<file path="src/core/dcaa_pkg.sv">
package dcaa_pkg;
	// ----------------------------------------------------------------
	// register map (byte addresses)
	// ----------------------------------------------------------------
	localparam logic [7:0]  DCAA_PERIPH_ADDR_OFS = 8'h38;
	localparam logic [7:0]  DCAA_MEM_ADDR_OFS    = 8'h3C;
	localparam logic [7:0]  DCAA_CTRL_OFS        = 8'h30;
	localparam logic [7:0]  DCAA_CUR_PADDR_OFS   = 8'h40;
	localparam logic [7:0]  DCAA_CUR_MADDR_OFS   = 8'h4C;
	localparam logic [31:0] DCAA_ADDR_RST        = 32'h0000_0000;
	localparam logic [31:0] DCAA_CTRL_RST        = 32'h0000_0000;
	// control register field positions
	localparam int DCAA_MWIDTH_LSB = 10;
	localparam int DCAA_PWIDTH_LSB = 8;
	localparam int DCAA_MSTEP_BIT  = 7;
	localparam int DCAA_PSTEP_BIT  = 6;
	localparam logic [31:0] DCAA_CTRL_MASK = 32'h0000_0FC0;
	// width select encodings
	typedef enum logic [1:0] {
		DCAA_W8  = 2'b00,
		DCAA_W16 = 2'b01,
		DCAA_W32 = 2'b10,
		DCAA_WRS = 2'b11
	} dcaa_width_t;
	// address side walk states, gray along idle -> run
	typedef enum logic [1:0] {
		DCAA_IDLE = 2'b00,
		DCAA_RUN  = 2'b01
	} dcaa_state_t;
endpackage

</file>
<file path="src/core/dcaa_align.sv">
`timescale 1ns/10ps
// forces low address bits to zero for the selected transfer width
module dcaa_align
	import dcaa_pkg::*;
(
	input  wire logic [31:0] base_addr,  // programmed or walking address
	input  wire logic [1:0]  width_sel,  // transfer width select
	output logic      [31:0] align_addr  // aligned address
);
	// ----------------------------------------------------------------
	// alignment
	// ----------------------------------------------------------------
	// reserved code treated like byte width, keeps address untouched
	always_comb begin
		case (dcaa_width_t'(width_sel))
			DCAA_W16: align_addr = {base_addr[31:1], 1'b0};
			DCAA_W32: align_addr = {base_addr[31:2], 2'b00};
			default:  align_addr = base_addr;
		endcase
	end
endmodule // dcaa_align

</file>
<file path="src/core/dcaa_channel.sv">
// Design decision made here: the APB register port.
`timescale 1ns/10ps
// How it works
// - the peripheral address register supplies the 32-bit base of every peripheral access.
// - with peripheral width 01 bit 0 of the peripheral address is dropped.
// - with peripheral width 10 bits 1 and 0 of the peripheral address are dropped.
// - the memory address register supplies the 32-bit base of every memory access.
// - with memory width 01 bit 0 of the memory address is dropped.
// - with memory width 10 bits 1 and 0 of the memory address are dropped.
// - the memory address register resets to zero and all 32 bits read and write.
// - peripheral width codes are 00 byte, 01 half-word, 10 word, 11 reserved.
// - memory width codes are 00 byte, 01 half-word, 10 word, 11 reserved.
// - with memory step on the memory address advances per transfer, else stays at base.
module dcaa_channel
	import dcaa_pkg::*;
(
	input  wire logic        pclk,          // system clock
	input  wire logic        presetn,       // async reset, active low
	input  wire logic        psel,          // apb select
	input  wire logic        penable,       // apb access phase
	input  wire logic        pwrite,        // apb direction
	input  wire logic [7:0]  paddr,         // apb byte address
	input  wire logic [31:0] pwdata,        // apb write data
	input  wire logic [3:0]  pstrb,         // apb byte strobes
	output logic      [31:0] prdata,        // apb read data
	output logic             pready,        // apb ready
	output logic             pslverr,       // apb error, unmapped address
	input  wire logic        xfer_start,    // load walking addresses from base
	input  wire logic        xfer_done,     // one transfer finished, step addresses
	output logic      [31:0] periph_addr,   // aligned peripheral bus address
	output logic      [31:0] mem_addr       // aligned memory bus address
);
	// ----------------------------------------------------------------
	// registers and state
	// ----------------------------------------------------------------
	logic [31:0] periph_base_addr_reg;
	logic [31:0] mem_base_addr_reg;
	logic [31:0] ctrl_reg;
	logic [31:0] periph_cur_reg;
	logic [31:0] mem_cur_reg;
	logic [31:0] periph_cur_next;
	logic [31:0] mem_cur_next;
	logic [31:0] prdata_next;
	logic [31:0] periph_align;
	logic [31:0] mem_align;
	logic [1:0]  periph_width_sel;
	logic [1:0]  mem_width_sel;
	logic        mem_addr_step_on;
	logic        periph_addr_step_on;
	logic        wr_acc;
	logic        hit;
	dcaa_state_t state_reg;
	dcaa_state_t state_next;

	// byte merge under strobes, used by every writable register
	function automatic logic [31:0] dcaa_merge(input logic [31:0] old_v,
		input logic [31:0] new_v, input logic [3:0] strb);
		logic [31:0] r;
		r = old_v;
		for (int i = 0; i < 4; i++) begin
			if (strb[i]) begin
				r[i*8 +: 8] = new_v[i*8 +: 8];
			end
		end
		return r;
	endfunction

	// step size in bytes for a width code; reserved steps like a byte
	function automatic logic [31:0] dcaa_step(input logic [1:0] w);
		case (dcaa_width_t'(w))
			DCAA_W16: return 32'h0000_0002;
			DCAA_W32: return 32'h0000_0004;
			default:  return 32'h0000_0001;
		endcase
	endfunction

	// ----------------------------------------------------------------
	// apb decode
	// ----------------------------------------------------------------
	// zero wait states: each access completes in its first access cycle
	assign pready = 1'b1;
	assign hit = (paddr == DCAA_PERIPH_ADDR_OFS) || (paddr == DCAA_MEM_ADDR_OFS)
		|| (paddr == DCAA_CTRL_OFS) || (paddr == DCAA_CUR_PADDR_OFS)
		|| (paddr == DCAA_CUR_MADDR_OFS);
	assign pslverr = psel && penable && !hit;
	assign wr_acc = psel && penable && pwrite && hit;

	// control fields, widths decoded per code list
	assign mem_width_sel       = ctrl_reg[DCAA_MWIDTH_LSB +: 2];
	assign periph_width_sel    = ctrl_reg[DCAA_PWIDTH_LSB +: 2];
	assign mem_addr_step_on    = ctrl_reg[DCAA_MSTEP_BIT];
	assign periph_addr_step_on = ctrl_reg[DCAA_PSTEP_BIT];

	// ----------------------------------------------------------------
	// software registers
	// ----------------------------------------------------------------
	// peripheral base, full 32 bits kept even when low bits go unused
	always_ff @(posedge pclk or negedge presetn) begin
		if (!presetn) begin
			periph_base_addr_reg <= DCAA_ADDR_RST;
		end else if (wr_acc && paddr == DCAA_PERIPH_ADDR_OFS) begin
			periph_base_addr_reg <= dcaa_merge(periph_base_addr_reg, pwdata, pstrb);
		end
	end

	// memory base, cleared at reset, all bits writable
	always_ff @(posedge pclk or negedge presetn) begin
		if (!presetn) begin
			mem_base_addr_reg <= DCAA_ADDR_RST;
		end else if (wr_acc && paddr == DCAA_MEM_ADDR_OFS) begin
			mem_base_addr_reg <= dcaa_merge(mem_base_addr_reg, pwdata, pstrb);
		end
	end

	// control: widths and step enables only, other bits read zero
	always_ff @(posedge pclk or negedge presetn) begin
		if (!presetn) begin
			ctrl_reg <= DCAA_CTRL_RST;
		end else if (wr_acc && paddr == DCAA_CTRL_OFS) begin
			ctrl_reg <= dcaa_merge(ctrl_reg, pwdata, pstrb) & DCAA_CTRL_MASK;
		end
	end

	// read mux, registered so data comes from flip-flops
	always_comb begin
		prdata_next = 32'h0000_0000;
		case (paddr)
			DCAA_PERIPH_ADDR_OFS: prdata_next = periph_base_addr_reg;
			DCAA_MEM_ADDR_OFS:    prdata_next = mem_base_addr_reg;
			DCAA_CTRL_OFS:        prdata_next = ctrl_reg;
			DCAA_CUR_PADDR_OFS:   prdata_next = periph_addr;
			DCAA_CUR_MADDR_OFS:   prdata_next = mem_addr;
			default:              prdata_next = 32'h0000_0000;
		endcase
	end

	// read data is captured in setup so it is stable through access
	always_ff @(posedge pclk or negedge presetn) begin
		if (!presetn) begin
			prdata <= 32'h0000_0000;
		end else if (psel && !penable && !pwrite) begin
			prdata <= prdata_next;
		end
	end

	// ----------------------------------------------------------------
	// address walk
	// ----------------------------------------------------------------
	always_comb begin
		state_next      = state_reg;
		periph_cur_next = periph_cur_reg;
		mem_cur_next    = mem_cur_reg;
		case (state_reg)
			DCAA_IDLE: begin
				if (xfer_start) begin
					state_next      = DCAA_RUN;
					periph_cur_next = periph_base_addr_reg;
					mem_cur_next    = mem_base_addr_reg;
				end
			end
			DCAA_RUN: begin
				if (xfer_start) begin
					periph_cur_next = periph_base_addr_reg;
					mem_cur_next    = mem_base_addr_reg;
				end else if (xfer_done) begin
					// step from the aligned value so ignored bits never return
					if (mem_addr_step_on) begin
						mem_cur_next = mem_align + dcaa_step(mem_width_sel);
					end
					if (periph_addr_step_on) begin
						periph_cur_next = periph_align + dcaa_step(periph_width_sel);
					end
				end
			end
			default: state_next = DCAA_IDLE;
		endcase
	end

	// walking address state
	always_ff @(posedge pclk or negedge presetn) begin
		if (!presetn) begin
			state_reg      <= DCAA_IDLE;
			periph_cur_reg <= DCAA_ADDR_RST;
			mem_cur_reg    <= DCAA_ADDR_RST;
		end else begin
			state_reg      <= state_next;
			periph_cur_reg <= periph_cur_next;
			mem_cur_reg    <= mem_cur_next;
		end
	end

	// ----------------------------------------------------------------
	// alignment and outputs
	// ----------------------------------------------------------------
	// byte width passes every bit; 01 and 10 drop low bits
	dcaa_align u_periph_align (
		.base_addr  (periph_cur_reg),
		.width_sel  (periph_width_sel),
		.align_addr (periph_align)
	);

	dcaa_align u_mem_align (
		.base_addr  (mem_cur_reg),
		.width_sel  (mem_width_sel),
		.align_addr (mem_align)
	);

	// address outputs are combinational from flops through the aligners
	assign periph_addr = periph_align;
	assign mem_addr    = mem_align;

	// ----------------------------------------------------------------
	// assertions
	// ----------------------------------------------------------------
	property p_periph_half;
		@(posedge pclk) disable iff (!presetn)
		(periph_width_sel == 2'b01) |-> (periph_addr[0] == 1'b0);
	endproperty
	a_periph_half: assert property (p_periph_half) else $error("periph half not aligned");

	property p_periph_word;
		@(posedge pclk) disable iff (!presetn)
		(periph_width_sel == 2'b10) |-> (periph_addr[1:0] == 2'b00);
	endproperty
	a_periph_word: assert property (p_periph_word) else $error("periph word not aligned");

	property p_mem_half;
		@(posedge pclk) disable iff (!presetn)
		(mem_width_sel == 2'b01) |-> (mem_addr == {mem_cur_reg[31:1], 1'b0});
	endproperty
	a_mem_half: assert property (p_mem_half) else $error("mem half not aligned");

	property p_mem_word;
		@(posedge pclk) disable iff (!presetn)
		(mem_width_sel == 2'b10) |-> (mem_addr == {mem_cur_reg[31:2], 2'b00});
	endproperty
	a_mem_word: assert property (p_mem_word) else $error("mem word not aligned");

	property p_byte_full;
		@(posedge pclk) disable iff (!presetn)
		(mem_width_sel == 2'b00 && periph_width_sel == 2'b00)
			|-> (mem_addr == mem_cur_reg && periph_addr == periph_cur_reg);
	endproperty
	a_byte_full: assert property (p_byte_full) else $error("byte width altered address");

	property p_start_load;
		@(posedge pclk) disable iff (!presetn)
		xfer_start |=> (mem_cur_reg == $past(mem_base_addr_reg)
			&& periph_cur_reg == $past(periph_base_addr_reg));
	endproperty
	a_start_load: assert property (p_start_load) else $error("base not loaded at start");

	property p_mem_fixed;
		@(posedge pclk) disable iff (!presetn)
		(state_reg == DCAA_RUN && xfer_done && !xfer_start && !mem_addr_step_on)
			|=> $stable(mem_cur_reg);
	endproperty
	a_mem_fixed: assert property (p_mem_fixed) else $error("mem address moved");

	property p_mem_step;
		@(posedge pclk) disable iff (!presetn)
		(state_reg == DCAA_RUN && xfer_done && !xfer_start && mem_addr_step_on
			&& mem_width_sel == 2'b10) |=> (mem_cur_reg == $past(mem_align) + 32'h0000_0004);
	endproperty
	a_mem_step: assert property (p_mem_step) else $error("mem word step wrong");

	property p_mem_write;
		@(posedge pclk) disable iff (!presetn)
		(wr_acc && paddr == DCAA_MEM_ADDR_OFS && pstrb == 4'hF)
			|=> (mem_base_addr_reg == $past(pwdata));
	endproperty
	a_mem_write: assert property (p_mem_write) else $error("mem base write lost");

	property p_mem_read;
		@(posedge pclk) disable iff (!presetn)
		(psel && !penable && !pwrite && paddr == DCAA_MEM_ADDR_OFS)
			|=> (prdata == $past(mem_base_addr_reg));
	endproperty
	a_mem_read: assert property (p_mem_read) else $error("mem base readback wrong");

	property p_width_codes;
		@(posedge pclk) disable iff (!presetn)
		(periph_width_sel == 2'b11) |-> (periph_addr == periph_cur_reg);
	endproperty
	a_width_codes: assert property (p_width_codes) else $error("reserved width aligned");

	property p_mem_codes;
		@(posedge pclk) disable iff (!presetn)
		(mem_width_sel == 2'b11) |-> (mem_addr == mem_cur_reg);
	endproperty
	a_mem_codes: assert property (p_mem_codes) else $error("reserved mem width aligned");

	// completions seen before the first start must leave both walking addresses alone
	property p_idle_hold;
		@(posedge pclk) disable iff (!presetn)
		(state_reg == DCAA_IDLE && !xfer_start)
			|=> ($stable(mem_cur_reg) && $stable(periph_cur_reg));
	endproperty
	a_idle_hold: assert property (p_idle_hold) else $error("address moved before start");

	// half-word peripheral walk stays on even addresses, two bytes per transfer
	property p_periph_step;
		@(posedge pclk) disable iff (!presetn)
		(state_reg == DCAA_RUN && xfer_done && !xfer_start && periph_addr_step_on
			&& periph_width_sel == 2'b01) |=> (periph_cur_reg == $past(periph_align) + 32'h0000_0002);
	endproperty
	a_periph_step: assert property (p_periph_step) else $error("periph half step wrong");
endmodule // dcaa_channel

</file>
<file path="config.mk">
export PLATFORM = sky130hd
export DESIGN_NAME = dcaa_channel
export DESIGN_NICKNAME = d
export VERILOG_FILES = /design/src/core/dcaa_pkg.sv /design/src/core/dcaa_align.sv /design/src/core/dcaa_channel.sv
export SDC_FILE = /design/constraint.sdc
export NUM_CORES = 1
export LEC_CHECK = 0
export BUFFER_PORTS_ARGS = -buffer_cell sky130_fd_sc_hd__buf_2
export CORE_MARGIN = 2
export CORE_UTILIZATION = 51
export CTS_BUF_LIST = sky130_fd_sc_hd__clkbuf_2 sky130_fd_sc_hd__clkbuf_4 sky130_fd_sc_hd__clkbuf_8
export CTS_CLUSTER_SIZE = 40
export DETAILED_ROUTE_END_ITERATION = 10
export GPL_TIMING_DRIVEN = 0
export PLACE_DENSITY_LB_ADDON = 0.2
export SYNTH_ARGS = -nofsm -noshare
export SYNTH_HDL_FRONTEND = slang
export SYNTH_HIERARCHICAL = 1
export SYNTH_SLANG_ARGS = --single-unit
</file>
<file path="constraint.sdc">
create_clock -name pclk -period 2.68 [get_ports pclk]
set_input_delay 0.134 -clock pclk [delete_from_list [all_inputs] [get_ports pclk]]
set_output_delay 0.134 -clock pclk [all_outputs]
set_load 0.005 [all_outputs]
</file>
==> summary.txt, run 1 <==
Post-Place Cells: 1342
Pin count of the biggest net entering global routing: 119
CTS max path bufs: 2
Worst-Margin Slew: 792 ps
Crit-path max FO: 10
Drc violations: 0
Status: finished, final reports clean
Layout area overhead: 20.9%
Iteration-0 DRC Markers: 1197
Number of clock sinks: 167
Number of diodes: 0
CP max stage delay: 440 ps
Cell area after synthesis: 9600 um^2
Final Wtd Congestion: 0.943
Pwr Density: 440 nW/um^2
Final setup fails: 0
Minimum clock period: 2650 ps
CP Cell Sequence: buf_6 -> inv_1 -> ha_4 -> ha_4 -> fa_2 -> a21oi_4 -> or3_4 -> clkbuf_8 -> o31ai_2 -> a311oi_2 -> a21o_1
Clock power frac: 0.367
Post-synthesis register bit count: 167
Met2 Wirelength: 13500 um
Sw Share: 0.279
Crit end category: register
Fin. max-slew vios: 0
RSZ-0062 raised after global routing: yes
Number of synthesized flops with an enable pin: 0
Die Y-Extent: 141 um
CP arrival: 3010 ps
Syn Nets: 1026
Initial antenna violation count: 0
# port buffers: 146
Row count: 50
Die width: 141 um
Final wirelength: 30300 um
Max Cap Violations: 0
Predominant post-synthesis flop cell: dfrtp_1
Wire length on met3: 2390 um
VDD IR max: 301 uV
Hold Vio Cnt, Final: 0
Remaining Overflow, GRT: 0
Antenna-violating nets left: 0
IO Count: 149
Yosys warns: 6
Vias in the first global route: 7962
Final Cycle Share: 0.988
Worst setup path class: reg -> reg
Setup tns final: 0 ps
Synth cell types: 75
Routed len/inst: 21.4 um
Fmax achieved: 378 MHz
Pre-CTS setup slack: -209 ps
Setup slack after layout: 31.4 ps
DP HPWL: 22200 um
First-pass GRT wire length: 46300 um
CP required: 3040 ps
Commonest non-fill, non-tap cell in the layout: dfrtp_1
Rel. slew slack: 0.469
P_leak: 5.37 nW
Post-Syn Instances: 961
Pint: 3.69 mW
Combinational power share: 0.125
P_sw: 1.43 mW
M1 wire length: 13500 um
Asr flop ratio synth: 1.00
CP max stage cell: dfrtp_1
Worst min path class: in -> reg
Total GRT Usage: 0.305
Post-Layout Cell Count: 1413
Worst R2R Path Depth: 11
Core area: 18600 um^2
DR pass1 iterations: 7
TritonCTS clock tree: yes
Vias per std cell: 6.04
Root Driver: clkbuf_8
H-Tree Depth: 4
Skew final: 11.7 ps
FILL cells: 1561
Setup crit start kind: register
Clk slew on worst S/H paths: 90 ps
Layout cell share with drive strength beyond 1: 0.327
Starting density of the core: 0.517
Sequential share of power: 0.508
Via count: 8528
Top cell by count, worst path: ha_4
Total power: 5.11 mW
Syn_area_per_cell: 9.99 um^2
Hold Path Depth: 3
Top sig layer: met4
Total CTS buffers: 17
Register area share after synthesis: 0.435
Post-layout nets: 1231
Die area: 19900 um^2
Commonest non-fill, non-tap cells in the layout: dfrtp_1 (166), buf_2 (149), nand2_1 (100)
Worst-Skew Late Latency: 470 ps
Hold slack: 21.7 ps
[path summary, 6_finish.rpt]
kind                              from                      end  slack [ps]
setup / recovery           ctrl_reg[8]       periph_cur_reg[14]          30
hold / removal               xfer_done       periph_cur_reg[31]          20
setup reg to reg           ctrl_reg[8]       periph_cur_reg[14]          30
hold reg to reg              prdata[8]                prdata[8]         480
max in group asynchronous      presetn             ctrl_reg[10]        1610
min in group asynchronous      presetn  periph_base_addr_reg[0]         160
[worst max-delay path: cells and delay by family (launching register included)]
kind | cells | cell delay, ps
simple gates | 1 | 400
buf+inv | 3 | 380
flops | 1 | 440
compound gates | 4 | 680
fa+ha+maj | 3 | 650
[layer usage]
metal,up-vias,track usage
met5,-,0
met4,0,0.110
met3,64,0.0476
met2,407,0.455
met1,4147,0.451
li1,3910,-
[layout make-up]
cell class / instances / area, um^2 / area share
Buffer: 116 / 743 / 0.0640
Clock buffer: 19 / 249 / 0.0215
Clock inverter: 13 / 146 / 0.0126
Inverter: 14 / 52.6 / 0.00453
Multi-Input combinational cell: 663 / 4790 / 0.413
Sequential cell: 167 / 4180 / 0.360
Tap cell: 234 / 293 / 0.0252
Timing Repair Buffer: 187 / 1150 / 0.0995
[power groups by stage]
stage               registers [mW]  clock network (mW)  logic [mW]
global placement              2.65                   0       0.553
detailed placement            2.65                   0       0.568
floorplan                     2.64                   0       0.310
global route                  2.60                2.00       0.690
CTS                           2.60                1.89       0.617
finish                        2.60                1.88       0.637
[synth_stat cells, types with 5 or more instances]
| master | n | area [um^2] |
|---|---|---|
| a221oi_1 | 6 | 52.6 |
| a22oi_1 | 37 | 278 |
| nand2_2 | 8 | 50.1 |
| buf_4 | 67 | 503 |
| nand4_1 | 13 | 81.3 |
| nand3_1 | 23 | 115 |
| clkbuf_1 | 38 | 143 |
| a21oi_1 | 23 | 115 |
| nor2_1 | 32 | 120 |
| ha_1 | 12 | 150 |
| mux2i_1 | 11 | 110 |
| mux2_2 | 67 | 754 |
| nand2_1 | 100 | 375 |
| dfrtp_1 | 167 | 4180 |
| xnor2_1 | 32 | 280 |
| buf_2 | 5 | 25.0 |
| or4_1 | 5 | 37.5 |
| and4_1 | 7 | 61.3 |
| o21ai_0 | 72 | 360 |
| o21ai_1 | 23 | 115 |
| nor4_1 | 16 | 100 |
| xor2_1 | 12 | 105 |
| a31oi_1 | 6 | 37.5 |
| a222oi_1 | 19 | 190 |
| a21o_1 | 6 | 45.0 |
| inv_1 | 14 | 52.6 |
| o22a_1 | 7 | 61.3 |
| nor3_1 | 16 | 80.1 |
| and3_1 | 20 | 125 |
| a22o_1 | 25 | 219 |
[timing repair]
action	CTS	global route
pin swaps	1	10
hold endpoints to repair	119	0
buffers inserted	4	3
setup endpoints to repair	27	28
hold buffers	33	0
resized for setup	10	24
[per-stage QoR]
| stage | util | area, um^2 |
|---|---|---|
| 2_1_floorplan | - | 9600 |
| 3_3_place_gp | 0.572 | 10600 |
| 3_5_place_dp | 0.574 | 10700 |
| 4_1_cts | 0.617 | 11500 |
| 5_1_grt | 0.625 | 11600 |
| 6_report | 0.625 | 11600 |
[logic make-up (layout without fill, tap and decap cells)]
logic type      count (synthesis)  count (layout)  share of synthesized area
simple gates                  272             272                      0.151
compound gates                251             251                      0.177
flops                         167             167                      0.435
buf+inv                       131             349                     0.0826
mux                            81              81                     0.0936
xor+xnor                       44              44                     0.0401
fa+ha+maj                      14              14                     0.0198
other cells                     1               1                   0.000391
(Power assumes the default switching activity.)
==> inputs of run 2 (changes only) <==
--- a/config.mk
+++ b/config.mk
@@ -5,6 +5,7 @@
 export SDC_FILE = /design/constraint.sdc
 export NUM_CORES = 1
 export LEC_CHECK = 0
+export ABC_AREA = 1
 export BUFFER_PORTS_ARGS = -buffer_cell sky130_fd_sc_hd__buf_2
 export CORE_MARGIN = 2
 export CORE_UTILIZATION = 51
@@ -13,6 +14,7 @@
 export DETAILED_ROUTE_END_ITERATION = 10
 export GPL_TIMING_DRIVEN = 0
 export PLACE_DENSITY_LB_ADDON = 0.2
+export SKIP_LAST_GASP = 1
 export SYNTH_ARGS = -nofsm -noshare
 export SYNTH_HDL_FRONTEND = slang
 export SYNTH_HIERARCHICAL = 1
==> summary.txt, run 2 <==
Cell area after synthesis: 10500 um^2 (was 9600 um^2)
Sequential standard cell area: 4180 um^2 (about the same)
Worst-case register-to-register setup slack: 110 ps (was 30 ps)
Count leader, synth: nand2_1 (was dfrtp_1)
Commonest non-fill, non-tap cell in the layout: nand2_1 (was dfrtp_1)
Total power: 6.03 mW (was 5.11 mW)
Die width: 148 um (was 141 um)
Vias per std cell: 5.43 (was 6.04)
CP Cell Sequence: ha_1 -> nand2_1 -> inv_1 -> ha_1 -> fa_1 -> nand2_1 -> nand2_1 -> nand4_1 -> or2_2 -> nand3_1 -> nand3_1 -> nand2_1 (was buf_6 -> inv_1 -> ha_4 -> ha_4 -> fa_2 -> a21oi_4 -> or3_4 -> clkbuf_8 -> o31ai_2 -> a311oi_2 -> a21o_1)
Post-synthesis register bit count: 167 (unchanged)
Post-Syn Instances: 1539 (was 961)
Asr flop ratio synth: 1.00 (unchanged)
Setup crit start kind: register (unchanged)
Root Driver: clkbuf_8 (unchanged)
Worst setup path class: reg -> reg (unchanged)
Core area: 20200 um^2 (was 18600 um^2)
Layout cell share with drive strength beyond 1: 0.177 (was 0.327)
Antenna-violating nets left: 0 (unchanged)
CP arrival: 2980 ps (was 3010 ps)
Worst-Margin Slew: 1100 ps (was 792 ps)
DP HPWL: 28100 um (was 22200 um)
Commonest non-fill, non-tap cells in the layout: nand2_1 (557), inv_1 (165), dfrtp_1 (164) (was dfrtp_1 (166), buf_2 (149), nand2_1 (100))
Top delay family on crit path: simple AND/OR/NAND/NOR gates (was compound AO/OA/AOI/OAI gates)
Synth cell types: 38 (was 75)
Syn Nets: 1604 (was 1026)
Crit-path max FO: 5 (was 10)
First-pass GRT wire length: 56800 um (was 46300 um)
H-Tree Depth: 4 (unchanged)
Placed Area: 11600 um^2 (was 10700 um^2)
Mux contribution to synthesized area: 0 (was 0.0936)
Register area share after synthesis: 0.397 (was 0.435)
RSZ-0062 raised after global routing: yes (unchanged)
Final setup fails: 0 (unchanged)
Die Y-Extent: 148 um (was 141 um)
Compound-Gate Fraction of Synth Area: 0.112 (was 0.177)
Setup tns final: 0 ps (unchanged)
Status: finished, final reports clean (unchanged)
Number of clock sinks: 167 (unchanged)
Max Cap Violations: 0 (unchanged)
Synth area leaders: dfrtp_1 (40%), nand2_1 (20%), o21ai_0 (7.0%) (was dfrtp_1 (44%), mux2_2 (7.9%), buf_4 (5.2%))
Initial antenna violation count: 0 (unchanged)
Post-Place Cells: 1957 (was 1342)
VDD IR max: 331 uV (was 301 uV)
Post-route core utilization: 0.619 (was 0.625)
Total GRT Usage: 0.344 (was 0.305)
Number of diodes: 0 (unchanged)
IO Count: 149 (unchanged)
FILL cells: 1893 (was 1561)
Iteration-0 DRC Markers: 983 (was 1197)
# port buffers: 147 (was 146)
Fin. max-slew vios: 0 (unchanged)
Clk slew on worst S/H paths: 100 ps (was 90 ps)
Final instance area: 12500 um^2 (was 11600 um^2)
Die area: 21800 um^2 (was 19900 um^2)
Post-synth top cells: nand2_1 (559), dfrtp_1 (167), inv_1 (166) (was dfrtp_1 (167), nand2_1 (100), o21ai_0 (72))
Crit end category: register (unchanged)
Top-area cell type share of the netlist area: 0.397 (was 0.435)
Top cell by count, worst path: nand2_1 (was ha_4)
Final wirelength: 36900 um (was 30300 um)
Minimum clock period: 2570 ps (was 2650 ps)
TritonCTS clock tree: yes (unchanged)
Post-layout nets: 1807 (was 1231)
Syn_area_per_cell: 6.84 um^2 (was 9.99 um^2)
Vias in the first global route: 10328 (was 7962)
Remaining Overflow, GRT: 0 (unchanged)
Worst R2R Start: ctrl_reg[10] (was ctrl_reg[8])
Routed len/inst: 18.2 um (was 21.4 um)
DR pass1 iterations: 5 (was 7)
Hold Vio Cnt, Final: 0 (unchanged)
Total CTS buffers: 17 (unchanged)
RR Endpoint: mem_cur_reg[10] (was periph_cur_reg[14])
CP max stage cell: dfrtp_2 (was dfrtp_1)
Drc violations: 0 (unchanged)
Starting density of the core: 0.520 (was 0.517)
Worst R2R Path Depth: 12 (was 11)
Skew final: 12.8 ps (was 11.7 ps)
Post-synthesis adder-cell area fraction: 0.0181 (was 0.0198)
Predominant post-synthesis flop cell: dfrtp_1 (unchanged)
Pwr Density: 482 nW/um^2 (was 440 nW/um^2)
Worst min path class: in -> reg (unchanged)
Fmax achieved: 389 MHz (was 378 MHz)
Largest family of logic cells by synthesized area: simple AND/OR/NAND/NOR gates (was compound AO/OA/AOI/OAI gates)
Cell taking the most area after synthesis: dfrtp_1 (unchanged)
CP required: 3090 ps (was 3040 ps)
Post-Layout Cell Count: 2025 (was 1413)
Hold Path Depth: 4 (was 3)
Rel. slew slack: 0.265 (was 0.469)
Final Cycle Share: 0.960 (was 0.988)
Worst-Skew Late Latency: 470 ps (about the same)
Pin count of the biggest net entering global routing: 99 (was 119)
Simple-gate share of the synthesized area: 0.331 (was 0.151)
HP Start: pstrb[2] (was xfer_done)
Layout area overhead: 18.9% (was 20.9%)
Yosys warns: 6 (unchanged)
Number of synthesized flops with an enable pin: 0 (unchanged)
Hold EP: mem_base_addr_reg[21] (was periph_cur_reg[31])
XOR/XNOR share of the synthesized area: 0.0108 (was 0.0401)
CTS max path bufs: 2 (unchanged)
Via count: 11005 (was 8528)
P_leak: 6.67 nW (was 5.37 nW)
Final Wtd Congestion: 0.991 (was 0.943)
Multi-input combinational cell area: 5050 um^2 (was 4790 um^2)
CP max stage delay: 490 ps (was 440 ps)
Crit path buf inv count: 1 (was 3)
Row count: 52 (was 50)
-- run 2: worst max path at each step --
stage	cells after the start	endpoint	start	slack (ps)
2_1_floorplan	15	mem_cur_reg[24]	ctrl_reg[10]	470
3_3_place_gp	1	periph_cur_reg[19]	presetn	-1220
3_5_place_dp	14	periph_cur_reg[27]	ctrl_reg[9]	-50
4_1_cts	14	mem_cur_reg[25]	ctrl_reg[11]	-60
5_1_grt	13	mem_cur_reg[10]	ctrl_reg[11]	-8
6_report	12	mem_cur_reg[10]	ctrl_reg[10]	110
-- run 2: report_power, final --
group | total [mW] | leakage, nW | switching [mW] | internal (mW)
clock | 2.08 | 0.230 | 1.01 | 1.07
combinational | 1.23 | 4.51 | 0.758 | 0.475
sequential | 2.72 | 1.93 | 0.0713 | 2.65
-- run 2: cell families after synthesis --
logic type      after synthesis
simple gates                842
xor+xnor                     13
fa+ha+maj                    14
flops                       167
buf+inv                     285
compound gates              217
other cells                   1
-- run 2: what timing repair did --
item,CTS,global route
resized for setup,3,23
hold endpoints to repair,140,0
hold buffers,36,0
endpoints found under the setup margin,12,37
buffers inserted,0,0
-- run 2: final cells by class --
cell class,count,area share
sequential,167,0.334
inverter,172,0.0518
multi-input combinational,1087,0.403
buffer,113,0.0574
clock buffer,23,0.0248
tap,270,0.0270
timing repair buffer,184,0.0906
clock inverter,9,0.0111
-- run 2: worst reg2reg max path, stage by stage, from the launching register on --
cell	delay [ps]
dfrtp_2	490
ha_1	320
nand2_1	50
inv_1	100
ha_1	200
fa_1	190
nand2_1	80
nand2_1	130
nand4_1	320
or2_2	400
nand3_1	70
nand3_1	90
nand2_1	90
-- run 2: per-stage QoR --
step           hold slack (ps)  setup slack, ps
5_1_grt                    127            -8.46
3_5_place_dp               136            -51.0
6_report                   122              107
2_1_floorplan             -162              466
3_3_place_gp               366            -1220
4_1_cts                    110            -55.6
-- run 2: routing by layer --
layer | global-route usage | wire (um) | up-vias
li1 | - | - | 5221
met1 | 0.489 | 15600 | 5080
met2 | 0.515 | 15900 | 596
met3 | 0.0559 | 3570 | 108
met4 | 0.165 | 1760 | 0
met5 | 0 | 0 | -
==> inputs of run 3 (changes only) <==
--- a/config.mk
+++ b/config.mk
@@ -7,9 +7,9 @@
 export LEC_CHECK = 0
 export ABC_AREA = 1
 export BUFFER_PORTS_ARGS = -buffer_cell sky130_fd_sc_hd__buf_2
-export CORE_MARGIN = 2
+export CORE_MARGIN = 8
 export CORE_UTILIZATION = 51
-export CTS_BUF_LIST = sky130_fd_sc_hd__clkbuf_2 sky130_fd_sc_hd__clkbuf_4 sky130_fd_sc_hd__clkbuf_8
+export CTS_BUF_LIST = sky130_fd_sc_hd__clkbuf_8
 export CTS_CLUSTER_SIZE = 40
 export DETAILED_ROUTE_END_ITERATION = 10
 export GPL_TIMING_DRIVEN = 0
==> summary.txt, run 3 (synthesized netlist as in run 2, its figures left out) <==
Remaining Overflow, GRT: 0 (unchanged)
Iteration-0 DRC Markers: 1072 (was 983)
Die width: 160 um (was 148 um)
Crit-path max FO: 5 (unchanged)
Setup slack after layout: 165 ps (was 107 ps)
H-Tree Depth: 4 (unchanged)
CP required: 3050 ps (was 3090 ps)
Pre-CTS setup slack: -61.4 ps (was -51.0 ps)
Antenna-violating nets left: 0 (unchanged)
Hold Vio Cnt, Final: 0 (unchanged)
Rel. slew slack: 0.300 (was 0.265)
Via count: 11222 (was 11005)
Commonest non-fill, non-tap cells in the layout: nand2_1 (558), inv_1 (166), dfrtp_1 (164) (was nand2_1 (557), inv_1 (165), dfrtp_1 (164))
Pin count of the biggest net entering global routing: 99 (unchanged)
Post-layout nets: 1810 (was 1807)
IO Count: 149 (unchanged)
Starting density of the core: 0.520 (unchanged)
Die Y-Extent: 160 um (was 148 um)
Core area: 20200 um^2 (unchanged)
Layout cell share with drive strength beyond 1: 0.178 (was 0.177)
Pwr Density: 475 nW/um^2 (was 482 nW/um^2)
Vias in the first global route: 10654 (was 10328)
Commonest non-fill, non-tap cell in the layout: nand2_1 (unchanged)
Setup crit start kind: register (unchanged)
Die area: 25500 um^2 (was 21800 um^2)
Final Cycle Share: 0.938 (was 0.960)
TritonCTS clock tree: yes (unchanged)
Vias per std cell: 5.53 (was 5.43)
Worst-Margin Slew: 1050 ps (was 1100 ps)
Post-Place Cells: 1957 (unchanged)
Root Driver: clkbuf_8 (unchanged)
Fin. max-slew vios: 0 (unchanged)
Final Wtd Congestion: 1.00 (was 0.991)
RSZ-0062 raised after global routing: no (was yes)
Layout area overhead: 18.8% (was 18.9%)
Minimum clock period: 2520 ps (was 2570 ps)
Final wirelength: 38400 um (was 36900 um)
Worst setup path class: reg -> reg (unchanged)
Skew final: 12.8 ps (about the same)
Worst-Skew Late Latency: 480 ps (was 470 ps)
Worst min path class: in -> reg (unchanged)
Post-Layout Cell Count: 2030 (was 2025)
Drc violations: 0 (unchanged)
Total CTS buffers: 17 (unchanged)
Max Cap Violations: 0 (unchanged)
CTS max path bufs: 2 (unchanged)
Number of clock sinks: 167 (unchanged)
Fmax achieved: 398 MHz (was 389 MHz)
P_leak: 6.67 nW (about the same)
Clk slew on worst S/H paths: 100 ps (about the same)
DR pass1 iterations: 6 (was 5)
First-pass GRT wire length: 59400 um (was 56800 um)
Status: finished, final reports clean (unchanged)
# port buffers: 147 (unchanged)
Row count: 52 (unchanged)
CP arrival: 2890 ps (was 2980 ps)
VDD IR max: 333 uV (was 331 uV)
Total GRT Usage: 0.299 (was 0.344)
Final setup fails: 0 (unchanged)
Crit end category: register (unchanged)
Routed len/inst: 18.9 um (was 18.2 um)
Initial antenna violation count: 2 (was 0)
Setup tns final: 0 ps (unchanged)
DP HPWL: 29200 um (was 28100 um)
[run 3: worst max-delay path, stage by stage, from the launching register on]
cell     delay, ps
dfrtp_2        480
ha_1           320
nand2_1         60
inv_1           60
ha_1           230
fa_1           380
nand2_1        110
nand2_1        110
nand2_2        120
inv_1           50
nand2_1        130
inv_1           70
nand3_1         70
nand3_1         80
nand3_1        100
nand2_1         60
[run 3: metal layers]
metal  global-route usage  share of wire
met1                0.408           0.42
met2                0.452           0.44
met3               0.0578           0.10
met4                0.137          0.044
met5                    0              0
[run 3: power breakdown]
| group | total [mW] | internal (mW) | leakage, nW | switching (mW) |
|---|---|---|---|---|
| logic | 1.25 | 0.477 | 4.53 | 0.769 |
| registers | 2.73 | 2.65 | 1.93 | 0.0738 |
| clock network | 1.97 | 0.919 | 0.211 | 1.05 |
| total | 5.94 | 4.05 | 6.67 | 1.89 |
[run 3: path summary, 6_finish.rpt]
kind	startpoint	end	slack, ps	depth (start not counted)
max	ctrl_reg[10]	mem_cur_reg[24]	160	15
min	pstrb[2]	mem_base_addr_reg[21]	130	4
max reg2reg	ctrl_reg[10]	mem_cur_reg[24]	160	15
min reg2reg	prdata[18]	prdata[18]	480	2
max in group asynchronous	presetn	ctrl_reg[9]	1590	3
min in group asynchronous	presetn	mem_cur_reg[2]	200	2
[run 3: timing repair]
item,in CTS,in global routing
setup endpoints to repair,15,47
resized for setup,5,19
hold buffers,36,0
hold endpoints to repair,140,0
setup buffers,0,3
[run 3: layout make-up]
cell class                 instances  area, um^2
antenna                            2        5.00
buffer                           113         718
clock buffer                      20         275
clock inverter                    12         139
fill                            1896        7730
inverter                         172         648
multi-input combinational       1087        5040
sequential                       167        4180
tap                              270         338
timing repair buffer             187        1160
[run 3: metrics by stage]
stage	util	area, um^2	hold slack (ps)	power [mW]
after floorplan	-	10500	-162	3.46
after global placement	0.573	11600	367	3.92
after detailed placement	0.575	11600	137	3.95
after CTS	0.614	12400	106	5.91
after global routing	0.618	12500	126	6.20
final	0.618	12500	125	5.94
